File: src/design/hbs_defines.vh
`ifndef HBS_DEFINES_VH
`define HBS_DEFINES_VH

// =============================================================
// Word layout
`define HBS_WORD_W         16
`define HBS_CMD_OVERVOLTAGE_LOCKOUT_CTRL_BIT   15
`define HBS_CMD_OCD_BIT    13
`define HBS_CMD_SRR_BIT    0
`define HBS_DRV_LSB        1
`define HBS_DRV_MSB        6
`define HBS_ST_PSF_BIT     15
`define HBS_ST_ULD_BIT     14
`define HBS_ST_OLD_BIT     13
`define HBS_ST_TW_BIT      0

// =============================================================
// Reset values
`define HBS_CMD_RESET      16'h0000
`define HBS_FLAG_RESET     4'h0
`define HBS_SYNC_RESET     14'h2000
`define HBS_EDGE_RESET     3'h4

// =============================================================
// Timing: fault filter time in ns, clock rate in MHz
`define HBS_FILTER_NS      25000
`define HBS_CLK_MHZ        40
`define HBS_FILTER_CYC     ((`HBS_FILTER_NS * `HBS_CLK_MHZ + 999) / 1000)

`endif

File: src/design/hbs_fifo.v
`timescale 1ns/10ps

// =============================================================
// Small FIFO: valid/ready on both sides, honest full and empty
module hbs_fifo #(
    parameter WIDTH = 16,
    parameter DEPTH = 4,
    parameter AW    = 2
) (
    // Clock and reset
    input  wire             clk,
    input  wire             rst_n,
    // Fill side
    input  wire             i_in_valid,
    output wire             o_in_ready,
    input  wire [WIDTH-1:0] i_in_data,
    // Drain side
    output wire             o_out_valid,
    input  wire             i_out_ready,
    output wire [WIDTH-1:0] o_out_data
);
    reg [WIDTH-1:0] mem_q [0:DEPTH-1];  // Storage words
    reg [AW-1:0]    wr_q;               // Write pointer
    reg [AW-1:0]    rd_q;               // Read pointer
    reg [AW:0]      cnt_q;              // Fill level
    wire            push;
    wire            pop;
    integer         k;

    assign o_in_ready  = (cnt_q != DEPTH[AW:0]);
    assign o_out_valid = (cnt_q != {(AW+1){1'b0}});
    assign push        = i_in_valid & o_in_ready;
    assign pop         = o_out_valid & i_out_ready;
    // Head word comes straight from a storage register
    assign o_out_data  = mem_q[rd_q];

    // =============================================================
    // Pointers and level
    always @(posedge clk or negedge rst_n)
    begin
        if (!rst_n)
        begin
            wr_q  <= {AW{1'b0}};
            rd_q  <= {AW{1'b0}};
            cnt_q <= {(AW+1){1'b0}};
            for (k = 0; k < DEPTH; k = k + 1)
                mem_q[k] <= {WIDTH{1'b0}};
        end
        else
        begin
            if (push)
            begin
                mem_q[wr_q] <= i_in_data;
                wr_q        <= wr_q + 1'b1;
            end
            if (pop)
                rd_q <= rd_q + 1'b1;
            // Level moves only when exactly one side acts
            if (push & ~pop)
                cnt_q <= cnt_q + 1'b1;
            else if (pop & ~push)
                cnt_q <= cnt_q - 1'b1;
        end
    end
endmodule

File: src/design/hbs_spi.v
`timescale 1ns/10ps
`include "hbs_defines.vh"

// How it works
// - Commands and status are 16-bit words
// - Both directions shift least significant bit first
// - Serial out released whenever select is high
// - Latch only when edge count is 16 multiple
// - Counter armed at select fall, counts rises
// - Valid frame clears the fault register
// - Persisting faults re-latch after filter time
// - Status shifts out while command shifts in
// - Daisy chain through serial out to in
// - Command bit 15 enables overvoltage shutdown
// - Command bit 13 enables overcurrent shutdown
// - Command bit 0 clears latched status
// - Bits 6..1 are drivers, status 0 thermal
// - Status bit 15 reports supply fault
// - Status bit 14 reports under-load
// - Status bit 13 reports overload
// - Wake low sleeps; floating select blocks
// - Overcurrent flags, or latches driver off
// - Overvoltage forces off, keeps programmed states
// - Select fall shows thermal warning first
// - Supply fault held until clear command
module hbs_spi #(
    parameter FIFO_DEPTH = 4,
    parameter FIFO_AW    = 2,
    parameter FILTER_CYC = `HBS_FILTER_CYC
) (
    // Clock and reset
    input  wire       I_SYS_CLK,
    input  wire       I_RST_N,
    // Serial link pins
    input  wire       I_SELECT_N,
    input  wire       I_SHIFT_CLOCK,
    input  wire       I_SERIAL_IN,
    output wire       O_SERIAL_OUT,
    output wire       O_SERIAL_OUT_OE_N,
    // Sleep control pin
    input  wire       I_WAKE,
    // Fault detector levels from the analog side
    input  wire [5:0] I_OVERCURRENT,
    input  wire       I_UNDERLOAD,
    input  wire       I_OVERVOLTAGE,
    input  wire       I_UNDERVOLTAGE,
    input  wire       I_THERMAL_WARN,
    // Driver gates and state
    output wire [5:0] O_DRIVER_ON,
    output wire       O_SLEEP
);
    // =============================================================
    // Input synchronisers: stage one feeds only stage two
    // Pin order: select, clock, data, wake, then fault levels
    localparam NS = 14;
    wire [NS-1:0] raw_in;
    reg  [NS-1:0] sync1_q;   // First stage, read by stage two only
    reg  [NS-1:0] sync2_q;   // Safe levels
    reg  [2:0]    pin3_q;    // Delayed copies for edge finding

    // One bus keeps both stages in lockstep for every pin
    assign raw_in = {I_SELECT_N, I_SHIFT_CLOCK, I_SERIAL_IN, I_WAKE,
                     I_THERMAL_WARN, I_UNDERVOLTAGE, I_OVERVOLTAGE,
                     I_UNDERLOAD, I_OVERCURRENT};

    // Select resets high so a dead link reads as idle
    always @(posedge I_SYS_CLK or negedge I_RST_N)
    begin
        if (!I_RST_N)
        begin
            sync1_q <= `HBS_SYNC_RESET;
            sync2_q <= `HBS_SYNC_RESET;
            pin3_q  <= `HBS_EDGE_RESET;
        end
        else
        begin
            sync1_q <= raw_in;
            sync2_q <= sync1_q;
            pin3_q  <= sync2_q[13:11];
        end
    end

    // =============================================================
    // Qualified link levels and edge strobes
    // Each edge compares stage two with its delayed copy, so a pin
    // edge yields one single-cycle strobe, or none while select is high or in sleep
    wire       wake     = sync2_q[10];
    wire       sleep    = ~wake;
    // Sleep blocks transfers, as a floating select would
    wire       sel_n    = sync2_q[13] | sleep;
    wire       sel_n_d  = pin3_q[2] | sleep;
    wire       sclk     = sync2_q[12];
    wire       sin      = sync2_q[11];
    // Select edges use the sleep-masked level, so entering sleep
    // mid-frame never produces a rise that could commit a word
    wire       sel_fall = sel_n_d & ~sel_n;
    wire       sel_rise = ~sel_n_d & sel_n;
    wire       sclk_up  = ~sel_n & sclk & ~pin3_q[1];
    wire       sclk_dn  = ~sel_n & ~sclk & pin3_q[1];
    wire [9:0] fault_raw = sync2_q[9:0];

    // =============================================================
    // Fault filters: a level must persist for the filter time
    // One counter per level costs area but keeps each fault's
    // filter time independent of the others
    localparam NF = 10;
    localparam CW = 12;
    wire [NF-1:0] filt;      // Filtered fault register
    reg           frame_ok;  // Valid frame accepted this cycle

    genvar g;
    generate
        for (g = 0; g < NF; g = g + 1)
        begin : g_filt
            reg [CW-1:0] cnt_q;  // Persistence count
            reg          hit_q;  // Filtered level
            // Count parks at its end value while the fault stays
            always @(posedge I_SYS_CLK or negedge I_RST_N)
            begin
                if (!I_RST_N)
                begin
                    cnt_q <= {CW{1'b0}};
                    hit_q <= 1'b0;
                end
                else if (frame_ok | ~fault_raw[g] | sleep)
                begin
                    // Valid frame clears; live faults come back later
                    cnt_q <= {CW{1'b0}};
                    hit_q <= 1'b0;
                end
                else if (cnt_q == FILTER_CYC[CW-1:0] - 1'b1)
                    hit_q <= 1'b1;
                else
                    cnt_q <= cnt_q + 1'b1;
            end
            assign filt[g] = hit_q;
        end
    endgenerate

    // Supply levels gate the drivers directly, not only the flags
    // Index order follows the synchroniser bus above
    wire ov_now = filt[7];
    wire uv_now = filt[8];

    // =============================================================
    // Frame shifter and length check
    reg  [15:0] sh_q;    // Status out at bit 0, command in at bit 15
    reg  [3:0]  len_q;   // Rising edges modulo 16
    reg         any_q;   // At least one rising edge seen
    reg  [15:0] pend_q;  // Accepted word awaiting the FIFO
    reg         pvld_q;  // Pending word valid
    wire [15:0] status;
    wire        fifo_in_rdy;

    // Judged at the select rise, after the last fall has landed;
    // a frame with no rising edge is refused like a bad length
    always @*
        frame_ok = sel_rise & any_q & (len_q == 4'h0);

    // One register serves both directions: status drains from
    // bit 0 while command bits fill from bit 15
    // Hazard: serial in is read from stage two in the same cycle the fall is seen,
    // so the host must hold it for a full system clock period
    always @(posedge I_SYS_CLK or negedge I_RST_N)
    begin
        if (!I_RST_N)
        begin
            sh_q   <= 16'h0000;
            len_q  <= 4'h0;
            any_q  <= 1'b0;
            pend_q <= 16'h0000;
            pvld_q <= 1'b0;
        end
        else
        begin
            if (sel_fall)
            begin
                // Status loaded so thermal bit shows at once
                sh_q  <= status;
                len_q <= 4'h0;
                any_q <= 1'b0;
            end
            else if (sclk_up)
            begin
                // Next status bit out, low bit first
                sh_q  <= {1'b0, sh_q[15:1]};
                len_q <= len_q + 4'h1;
                any_q <= 1'b1;
            end
            else if (sclk_dn)
                // Incoming bit enters at the top; old ones pass on
                sh_q[15] <= sin;
            // Bad length leaves pend untouched: word discarded
            if (frame_ok)
            begin
                pend_q <= sh_q;
                pvld_q <= 1'b1;
            end
            else if (pvld_q & fifo_in_rdy)
                pvld_q <= 1'b0;
        end
    end

    // Released while select is high, and during sleep
    // The pad cell owns the tristate; this block only gives the
    // enable, low while the pin is driven
    assign O_SERIAL_OUT      = sh_q[0];
    assign O_SERIAL_OUT_OE_N = sel_n;

    // =============================================================
    // Command FIFO: apply side stalls in sleep
    // Limitation: a frame landing while the FIFO is full overwrites
    // the pending word; the select gap between frames keeps hosts
    // far from that case
    wire        cmd_vld;
    wire [15:0] cmd_word;
    wire        apply = cmd_vld & wake;

    hbs_fifo #(
        .WIDTH (`HBS_WORD_W),
        .DEPTH (FIFO_DEPTH),
        .AW    (FIFO_AW)
    ) u_fifo (
        .clk         (I_SYS_CLK),
        .rst_n       (I_RST_N),
        .i_in_valid  (pvld_q),
        .o_in_ready  (fifo_in_rdy),
        .i_in_data   (pend_q),
        .o_out_valid (cmd_vld),
        .i_out_ready (wake),
        .o_out_data  (cmd_word)
    );

    // =============================================================
    // Shutdown-mode decode, shared by the clear and latch paths
    function shut_mode;
        input [15:0] word;
        begin
            shut_mode = word[`HBS_CMD_OCD_BIT];
        end
    endfunction

    // =============================================================
    // Command register, latched-off drivers, sticky flags
    // Unused command bits are stored but drive nothing
    reg  [15:0] cmd_q;   // Programmed command word
    reg  [5:0]  off_q;   // Drivers latched off by overcurrent
    reg  [3:0]  flag_q;  // {supply, underload, overload, thermal}
    wire        status_clear_cmd     = apply & cmd_word[`HBS_CMD_SRR_BIT];
    wire [3:0]  flag_set = {ov_now | uv_now, filt[6],
                            |filt[5:0], filt[9]};

    // Sleep wins over all; a clear command beats the latches, but a
    // live filtered fault sets them again in the same cycle
    always @(posedge I_SYS_CLK or negedge I_RST_N)
    begin
        if (!I_RST_N)
        begin
            cmd_q  <= `HBS_CMD_RESET;
            off_q  <= 6'h00;
            flag_q <= `HBS_FLAG_RESET;
        end
        else if (sleep)
        begin
            // Sleep drops all programmed state
            cmd_q  <= `HBS_CMD_RESET;
            off_q  <= 6'h00;
            flag_q <= `HBS_FLAG_RESET;
        end
        else
        begin
            if (apply)
                cmd_q <= cmd_word;
            // Clear first, then set so a new event wins
            if (status_clear_cmd)
                flag_q <= flag_set;
            else
                flag_q <= flag_q | flag_set;
            // Shutdown mode latches a driver off until clear
            if (status_clear_cmd)
                off_q <= shut_mode(cmd_q) ? filt[5:0] : 6'h00;
            else if (shut_mode(cmd_q))
                off_q <= off_q | filt[5:0];
        end
    end

    // =============================================================
    // Driver gating; programmed states kept through overvoltage
    // Undervoltage always forces off; overvoltage only when enabled
    // Sleep gates too, so a waking host finds every driver off
    wire ov_kill = cmd_q[`HBS_CMD_OVERVOLTAGE_LOCKOUT_CTRL_BIT] & ov_now;
    wire [5:0] drv = cmd_q[`HBS_DRV_MSB:`HBS_DRV_LSB] & ~off_q
                     & {6{~ov_kill & ~uv_now & wake}};

    assign O_DRIVER_ON = drv;
    assign O_SLEEP     = sleep;

    // Status word: flags, unused zeros, driver states, thermal
    // Driver bits give the gated state: a latched-off driver reads 0
    assign status = {flag_q[3], flag_q[2], flag_q[1], 6'h00,
                     drv, flag_q[0]};
endmodule

File: config.mk
export PLATFORM = sky130hd
export DESIGN_NAME = hbs_spi
export DESIGN_NICKNAME = d
export VERILOG_FILES = /design/src/design/hbs_fifo.v /design/src/design/hbs_spi.v
export VERILOG_INCLUDE_DIRS = /design/src /design/src/design
export SDC_FILE = /design/constraint.sdc
export NUM_CORES = 1
export LEC_CHECK = 0
export BUFFER_PORTS_ARGS = -buffer_cell sky130_fd_sc_hd__buf_2
export CORE_MARGIN = 2
export CORE_UTILIZATION = 35
export CTS_CLUSTER_DIAMETER = 50
export DETAILED_ROUTE_END_ITERATION = 8
export PLACE_DENSITY = 0.54
export SLEW_MARGIN = 5
export SYNTH_ARGS = -nofsm -noshare
export SYNTH_HDL_FRONTEND = slang
export SYNTH_SLANG_ARGS = --single-unit
File: constraint.sdc
create_clock -name I_SYS_CLK -period 2 [get_ports I_SYS_CLK]
set_input_delay 0.1 -clock I_SYS_CLK [delete_from_list [all_inputs] [get_ports I_SYS_CLK]]
set_output_delay 0.1 -clock I_SYS_CLK [all_outputs]
set_load 0.01 [all_outputs]
# After elaboration in Yosys (flattened, before gate mapping)
# Index checks and enable logic that the tools add are counted.
dict set report op_classes {
  n_addsub 15
  n_mul 0
  div_mod_pow 0
  order_cmp 3
  n_eq_ne 23
  shifts 0
  n_mux 66
  bitwise_logic 65
  reduce_logical 18
}
# cell count
set ops {}
lappend ops {{two-way mux 12 bit} 20}
lappend ops {{adder 12 x 1 -> 12 bit (second input constant)} 10}
lappend ops {{equality test 12 x 10 -> 1 bit (second input constant)} 10}
lappend ops {{two-way mux 16 bit} 6}
lappend ops {{bitwise mux 64 bit} 1}
lappend ops {{binary-select mux 16 bit (select 2 bit)} 1}
lappend ops {{demux 16 bit (select 2 bit)} 1}
lappend ops {{two-way mux 1 bit} 26}
lappend ops {{nonzero test 2 bit} 13}
lappend ops {{two-way mux 6 bit} 4}
lappend ops {{bitwise OR 1 bit} 23}
lappend ops {{!= test 2 bit (second input constant)} 10}
lappend ops {{inverter 1 bit} 19}
lappend ops {{AND 1 bit} 16}
lappend ops {{two-way mux 4 bit} 4}
lappend ops {{two-way mux 15 bit} 1}
lappend ops {{AND 6 bit} 2}
lappend ops {{>= comparator 3 bit (second input constant)} 2}
lappend ops {{two-way mux 3 bit} 2}
lappend ops {{inverter 2 -> 3 bit} 2}
lappend ops {{inverter 6 bit} 1}
lappend ops {{bitwise OR 6 bit} 1}
lappend ops {{nonzero test 3 bit} 2}
lappend ops {{OR reduction 6 bit} 1}
lappend ops {{other kinds (11)} 12}
dict set report totals {
  ff_bits 296
  latchBits 0
  ramBits 0
  mem_bits_ro 0
  input_bits 16
  elab_cells 229
  n_memories 0
}

# Longest topological paths before layout
dict set report depth {
  ltp_word 9
  depth_mapped 9
  ltp_nobuf 8
}

# By module
# Synthesis repeated with hierarchy kept, for this count alone.
dict set report hier_totals {
  hier_cells 1051
  area_unflattened_um2 12707.2
}
# mod n_inst cells_each area_per_inst_um2 seq_area_each_um2
set modules_own_cells {}
lappend modules_own_cells {hbs_spi 1 859 9323.9 5408.9}
lappend modules_own_cells {hbs_fifo 1 192 3383.2 1776.7}

# Least setup slack after synthesis
# No wires, ideal clock.
dict set report synth_timing {
  path_kind {register to register}
  start {register u_fifo.cnt_q[0]}
  end {register u_fifo.cnt_q[2]}
  setup_time_ns 0.079
  arrival_time_ns 1.979
  required_ns 1.921
  path_slack_ns -0.059
  stages_incl_launch_ff 10
  path_buffers 1
  path_cell_list {dfrtp_1 -> o31a_1 -> clkbuf_1 -> inv_1 -> ha_1 -> inv_1 -> fa_1 -> xor2_1 -> nor2_1 -> xor2_1}
}
dict set report synth_between {
  elab_chain_len 5
}
# element line
set synth_rtl {}
lappend synth_rtl {{from (decl)} hbs_fifo.v:25} ;# reg [AW:0] cnt_q;
lappend synth_rtl {{from (signal assigned)} hbs_fifo.v:45} ;# cnt_q <= {(AW+1){1'b0}};
lappend synth_rtl {{from (signal assigned)} hbs_fifo.v:60} ;# cnt_q <= cnt_q + 1'b1;
lappend synth_rtl {{from (signal assigned)} hbs_fifo.v:62} ;# cnt_q <= cnt_q - 1'b1;
lappend synth_rtl {{branches (longest 5 deep; another with subtractor 3 x 1 -> 3 bit)} -}
# Several ways; the timed one is not identified. The select of a mux whose other input is x is not followed.
# A chain may end at the register's enable or synchronous reset.

# Worst setup path after layout
dict set report layout_timing {
  start {register g_filt[7].hit_q}
  end {output port O_DRIVER_ON[4]}
}
dict set report layout_between {
  elab_chain_len 5
}
# element line
set layout_rtl {}
lappend layout_rtl {{from (decl)} hbs_spi.v:116} ;# reg hit_q;
lappend layout_rtl {{from (signal assigned)} hbs_spi.v:123} ;# hit_q <= 1'b0;
lappend layout_rtl {{from (signal assigned)} hbs_spi.v:129} ;# hit_q <= 1'b0;
lappend layout_rtl {{from (signal assigned)} hbs_spi.v:132} ;# hit_q <= 1'b1;
lappend layout_rtl {{AND 1 bit} hbs_spi.v:291} ;# wire ov_kill = cmd_q[`HBS_CMD_OVERVOLTAGE_LOCKOUT_CTRL_BIT] & ov_now;
lappend layout_rtl {{inverter 1 bit} hbs_spi.v:293} ;# & {6{~ov_kill & ~uv_now & wake}};
lappend layout_rtl {{AND 1 bit (2 in a row)} hbs_spi.v:293}
lappend layout_rtl {{AND 6 bit} hbs_spi.v:292} ;# wire [5:0] drv = cmd_q[`HBS_DRV_MSB:`HBS_DRV_LSB] & ~off_q
lappend layout_rtl {{to (decl)} hbs_spi.v:49} ;# output wire [5:0] O_DRIVER_ON,
# No other way between the ends.

==> impl_metrics.py <==
metrics = {
    "flow_run": {
        "drv_cap": 0,
    },
    "grt": {
        "grt_start_max_net_pins": 62,
        "antenna_found_initial": 0,
        "grt-ovfl-total": 0,
        "grt_use_total_pct": 13.5,
        "grt_pass1_vias": 7270,
        "grt_pass1_wl_mm": 37.3,
    },
    "drt": {
        "drtIter0Drc": 406,
        "vias": 7271,
        "avgViaCountPerCell": 4.90,
        "drc": 0,
        "ant_nets": 0,
        "wirelength_mm": 21.4,
        "drt-wirelength-per-cell_um": 14.4,
        "firstDrtPassIters": 4,
    },
    "cts": {
        "clk_pin_slew_worst_paths_ps": 60,
        "insertion_delay_ps": 540,
        "htree_levels": 1,
        "root_buffer": "clkbuf_16",
        "cts_tree": "yes",
        "numCtsBuffers": 31,
        "clock_sinks": 252,
        "cts.path.max_buffers": 3,
    },
    "final_layout": {
        "seq_area_um2": 6310,
        "final_common_cell": "dfrtp_1",
        "drive_gt1_share_pct": 17.4,
        "synthToLayoutAreaGrowth_pct": 19.6,
        "antenna_cells": 0,
        "fillers": 2877,
        "final_cell_mix": "dfrtp_1 (245), nor2_1 (171), nand2_1 (79)",
        "multi_input_area_um2": 4610,
        "final_net_count": 1097,
        "stdcell_area_um2": 13200,
    },
    "die": {
        "coreArea_um2": 30800,
        "ios": 25,
        "dieWidth_um": 182,
        "die_h_um": 182,
        "initial_core_util_pct": 35.8,
        "dieArea_um2": 32900,
        "row_count": 64,
    },
    "logic_synthesis": {
        "ys_ff_latch": 252,
        "synth_cells": 986,
        "ys_top_cells_by_area": "dfrtp_1 (57%), nor2_1 (5.8%), xnor2_1 (5.2%)",
        "synth_top_area_share_pct": 56.5,
        "ys_seq_area_share_pct": 57.2,
        "synth_top_area_cell": "dfrtp_1",
        "async_flop_share_pct": 100,
        "synthFlopType": "dfrtp_1",
        "synth_warnings": 0,
        "syn_area_per_cell_um2": 11.2,
        "synth_fp_nets": 1020,
        "syn_area_um2": 11000,
        "yosysUniqueCellTypes": 47,
        "synth-edff-count": 0,
    },
    "setup_path": {
        "startpoint_type": "flop",
        "crit_family": "flip-flops",
        "path_cells": "a211o_4 -> nor3b_4 -> buf_2",
        "cp-end-kind": "output port",
        "critPathRequiredTime_ps": 1900,
        "crit_fanout": 6,
        "critPathSlowestCell": "dfrtp_2",
        "cp.arrival_ps": 1860,
        "path_buf_inv": 1,
        "reg2reg_setup_slack_ps": 80,
        "path_class": "reg -> out",
        "critPathMaxStageDelay_ps": 440,
    },
    "pwr": {
        "leakage_nw": 5.59,
        "irDropWorstVdd_mv": 0.639,
        "p_per_area_nw_per_um2": 943,
        "p_total_w": 0.0124,
    },
    "timing": {
        "period_share_pct": 97.9,
        "hold_viol": 0,
        "slew_viol_final": 0,
        "finalCriticalPeriod_ps": 1960,
        "rsz0062_at_grt": "true",
        "maxSlewHeadroom_pct": 65.4,
        "timing.fmax_mhz": 511,
        "max_slew.worst_pin.slew_ps": 519,
        "setup_viol": 0,
        "clock-skew-final_ps": 10.9,
    },
    "placed_design": {
        "place_area_um2": 11800,
        "gp_congestion": 0.759,
        "place_hpwl_mm": 14.0,
        "port_buffers": 24,
    },
    "min_path": {
        "hold_class": "in -> async",
    },
    "outcome": {
        "status": "completed",
    },
}
==> synth_stat cells, types with 7 or more instances <==
master / instances
a22oi_1: 7
buf_2: 7
a21oi_1: 24
nand3_1: 42
nor2_1: 171
o21ai_0: 21
inv_1: 27
mux2_2: 45
or4_1: 11
or3_1: 16
mux2i_1: 25
nand2_1: 80
ha_1: 17
xor2_1: 26
clkbuf_1: 16
dfrtp_1: 249
mux4_2: 9
a22o_1: 8
xnor2_1: 66
nor3_1: 33
nor4_1: 16
nand4_1: 16
==> report_power, final <==
part / internal [W] / switching [W]
Clock: 0.00391 / 0.00217
Combinational: 0.000376 / 0.000484
Sequential: 0.00531 / 0.000188
==> cells by family after synthesis <==
| logic type | share of synthesized area (%) |
|---|---|
| and+or+nand+nor | 18.5 |
| DFF | 57.2 |
| xor gates and xnor gates | 7.31 |
| muxes | 8.70 |
| AOI/OAI and AO/OA | 4.39 |
| buffers and inverters | 1.78 |
| adders and majority gates | 2.11 |
==> flip-flops by register name, indices dropped and copies added (netlist names) <==
register,flops
off_q,6
cmd_q,8
u_fifo.rd_q,2
pin3_q,2
flag_q,4
u_fifo.wr_q,2
u_fifo.mem_q,36
any_q,1
g_filt.hit_q,10
sync2_q,14
len_q,4
sh_q,16
g_filt.cnt_q,120
u_fifo.cnt_q,3
pvld_q,1
pend_q,9
sync1_q,14
==> layout make-up <==
type | instances | share of cell area (%)
clock inverters | 14 | 2.02
flip-flops and latches | 252 | 47.9
well taps | 396 | 3.76
inverters | 27 | 0.769
repair buffers | 67 | 4.10
clock buffers | 43 | 6.53
multi-input cells | 684 | 34.9
==> metal layers <==
layer  GRT usage (%)  routed length (µm)  vias to the layer above  share of wire [%]
met2            21.3                9800                       76                 46
met3            2.19                 586                       26                2.7
met4            3.06                 391                        0                1.8
met5               0                   0                        -                  0
met1            19.6               10600                     3618                 50
li1                -                   -                     3551                  -
==> path summary, 6_finish.rpt <==
check,endpoint,cells after the start,start
max reg2reg,u_fifo.cnt_q[2],8,u_fifo.cnt_q[2]
min,u_fifo.wr_q[0],2,I_RST_N
max in group asynchronous,g_filt[7].hit_q,3,I_RST_N
min in group I_SYS_CLK,sync1_q[3],2,I_OVERCURRENT[3]
max,O_DRIVER_ON[4],3,g_filt[7].hit_q
min reg2reg,sync2_q[1],0,sync1_q[1]
==> through the flow <==
stage	TNS [ps]	setup slack [ps]	std cells	utilization, %	hold slack [ps]
finish	0	41.2	1483	42.8	101
global route	-39.6	-19.7	1483	42.8	128
CTS	0	13.5	1482	42.7	108
detailed placement	-426	-71.3	1409	38.3	87.7
global placement	0	26.5	1409	38.3	89.3
floorplan	0	5.91	986	-	-196
==> repair_timing <==
| action | CTS | global route |
|---|---|---|
| buffers inserted | 1 | 1 |
| hold endpoints to repair | 221 | 0 |
| resized for setup | 19 | 5 |
| cloned | 0 | 0 |
| hold buffers | 15 | 0 |
| setup endpoints to repair | 40 | 7 |
| pin swaps | 5 | 3 |
(Power assumes the default switching activity.)
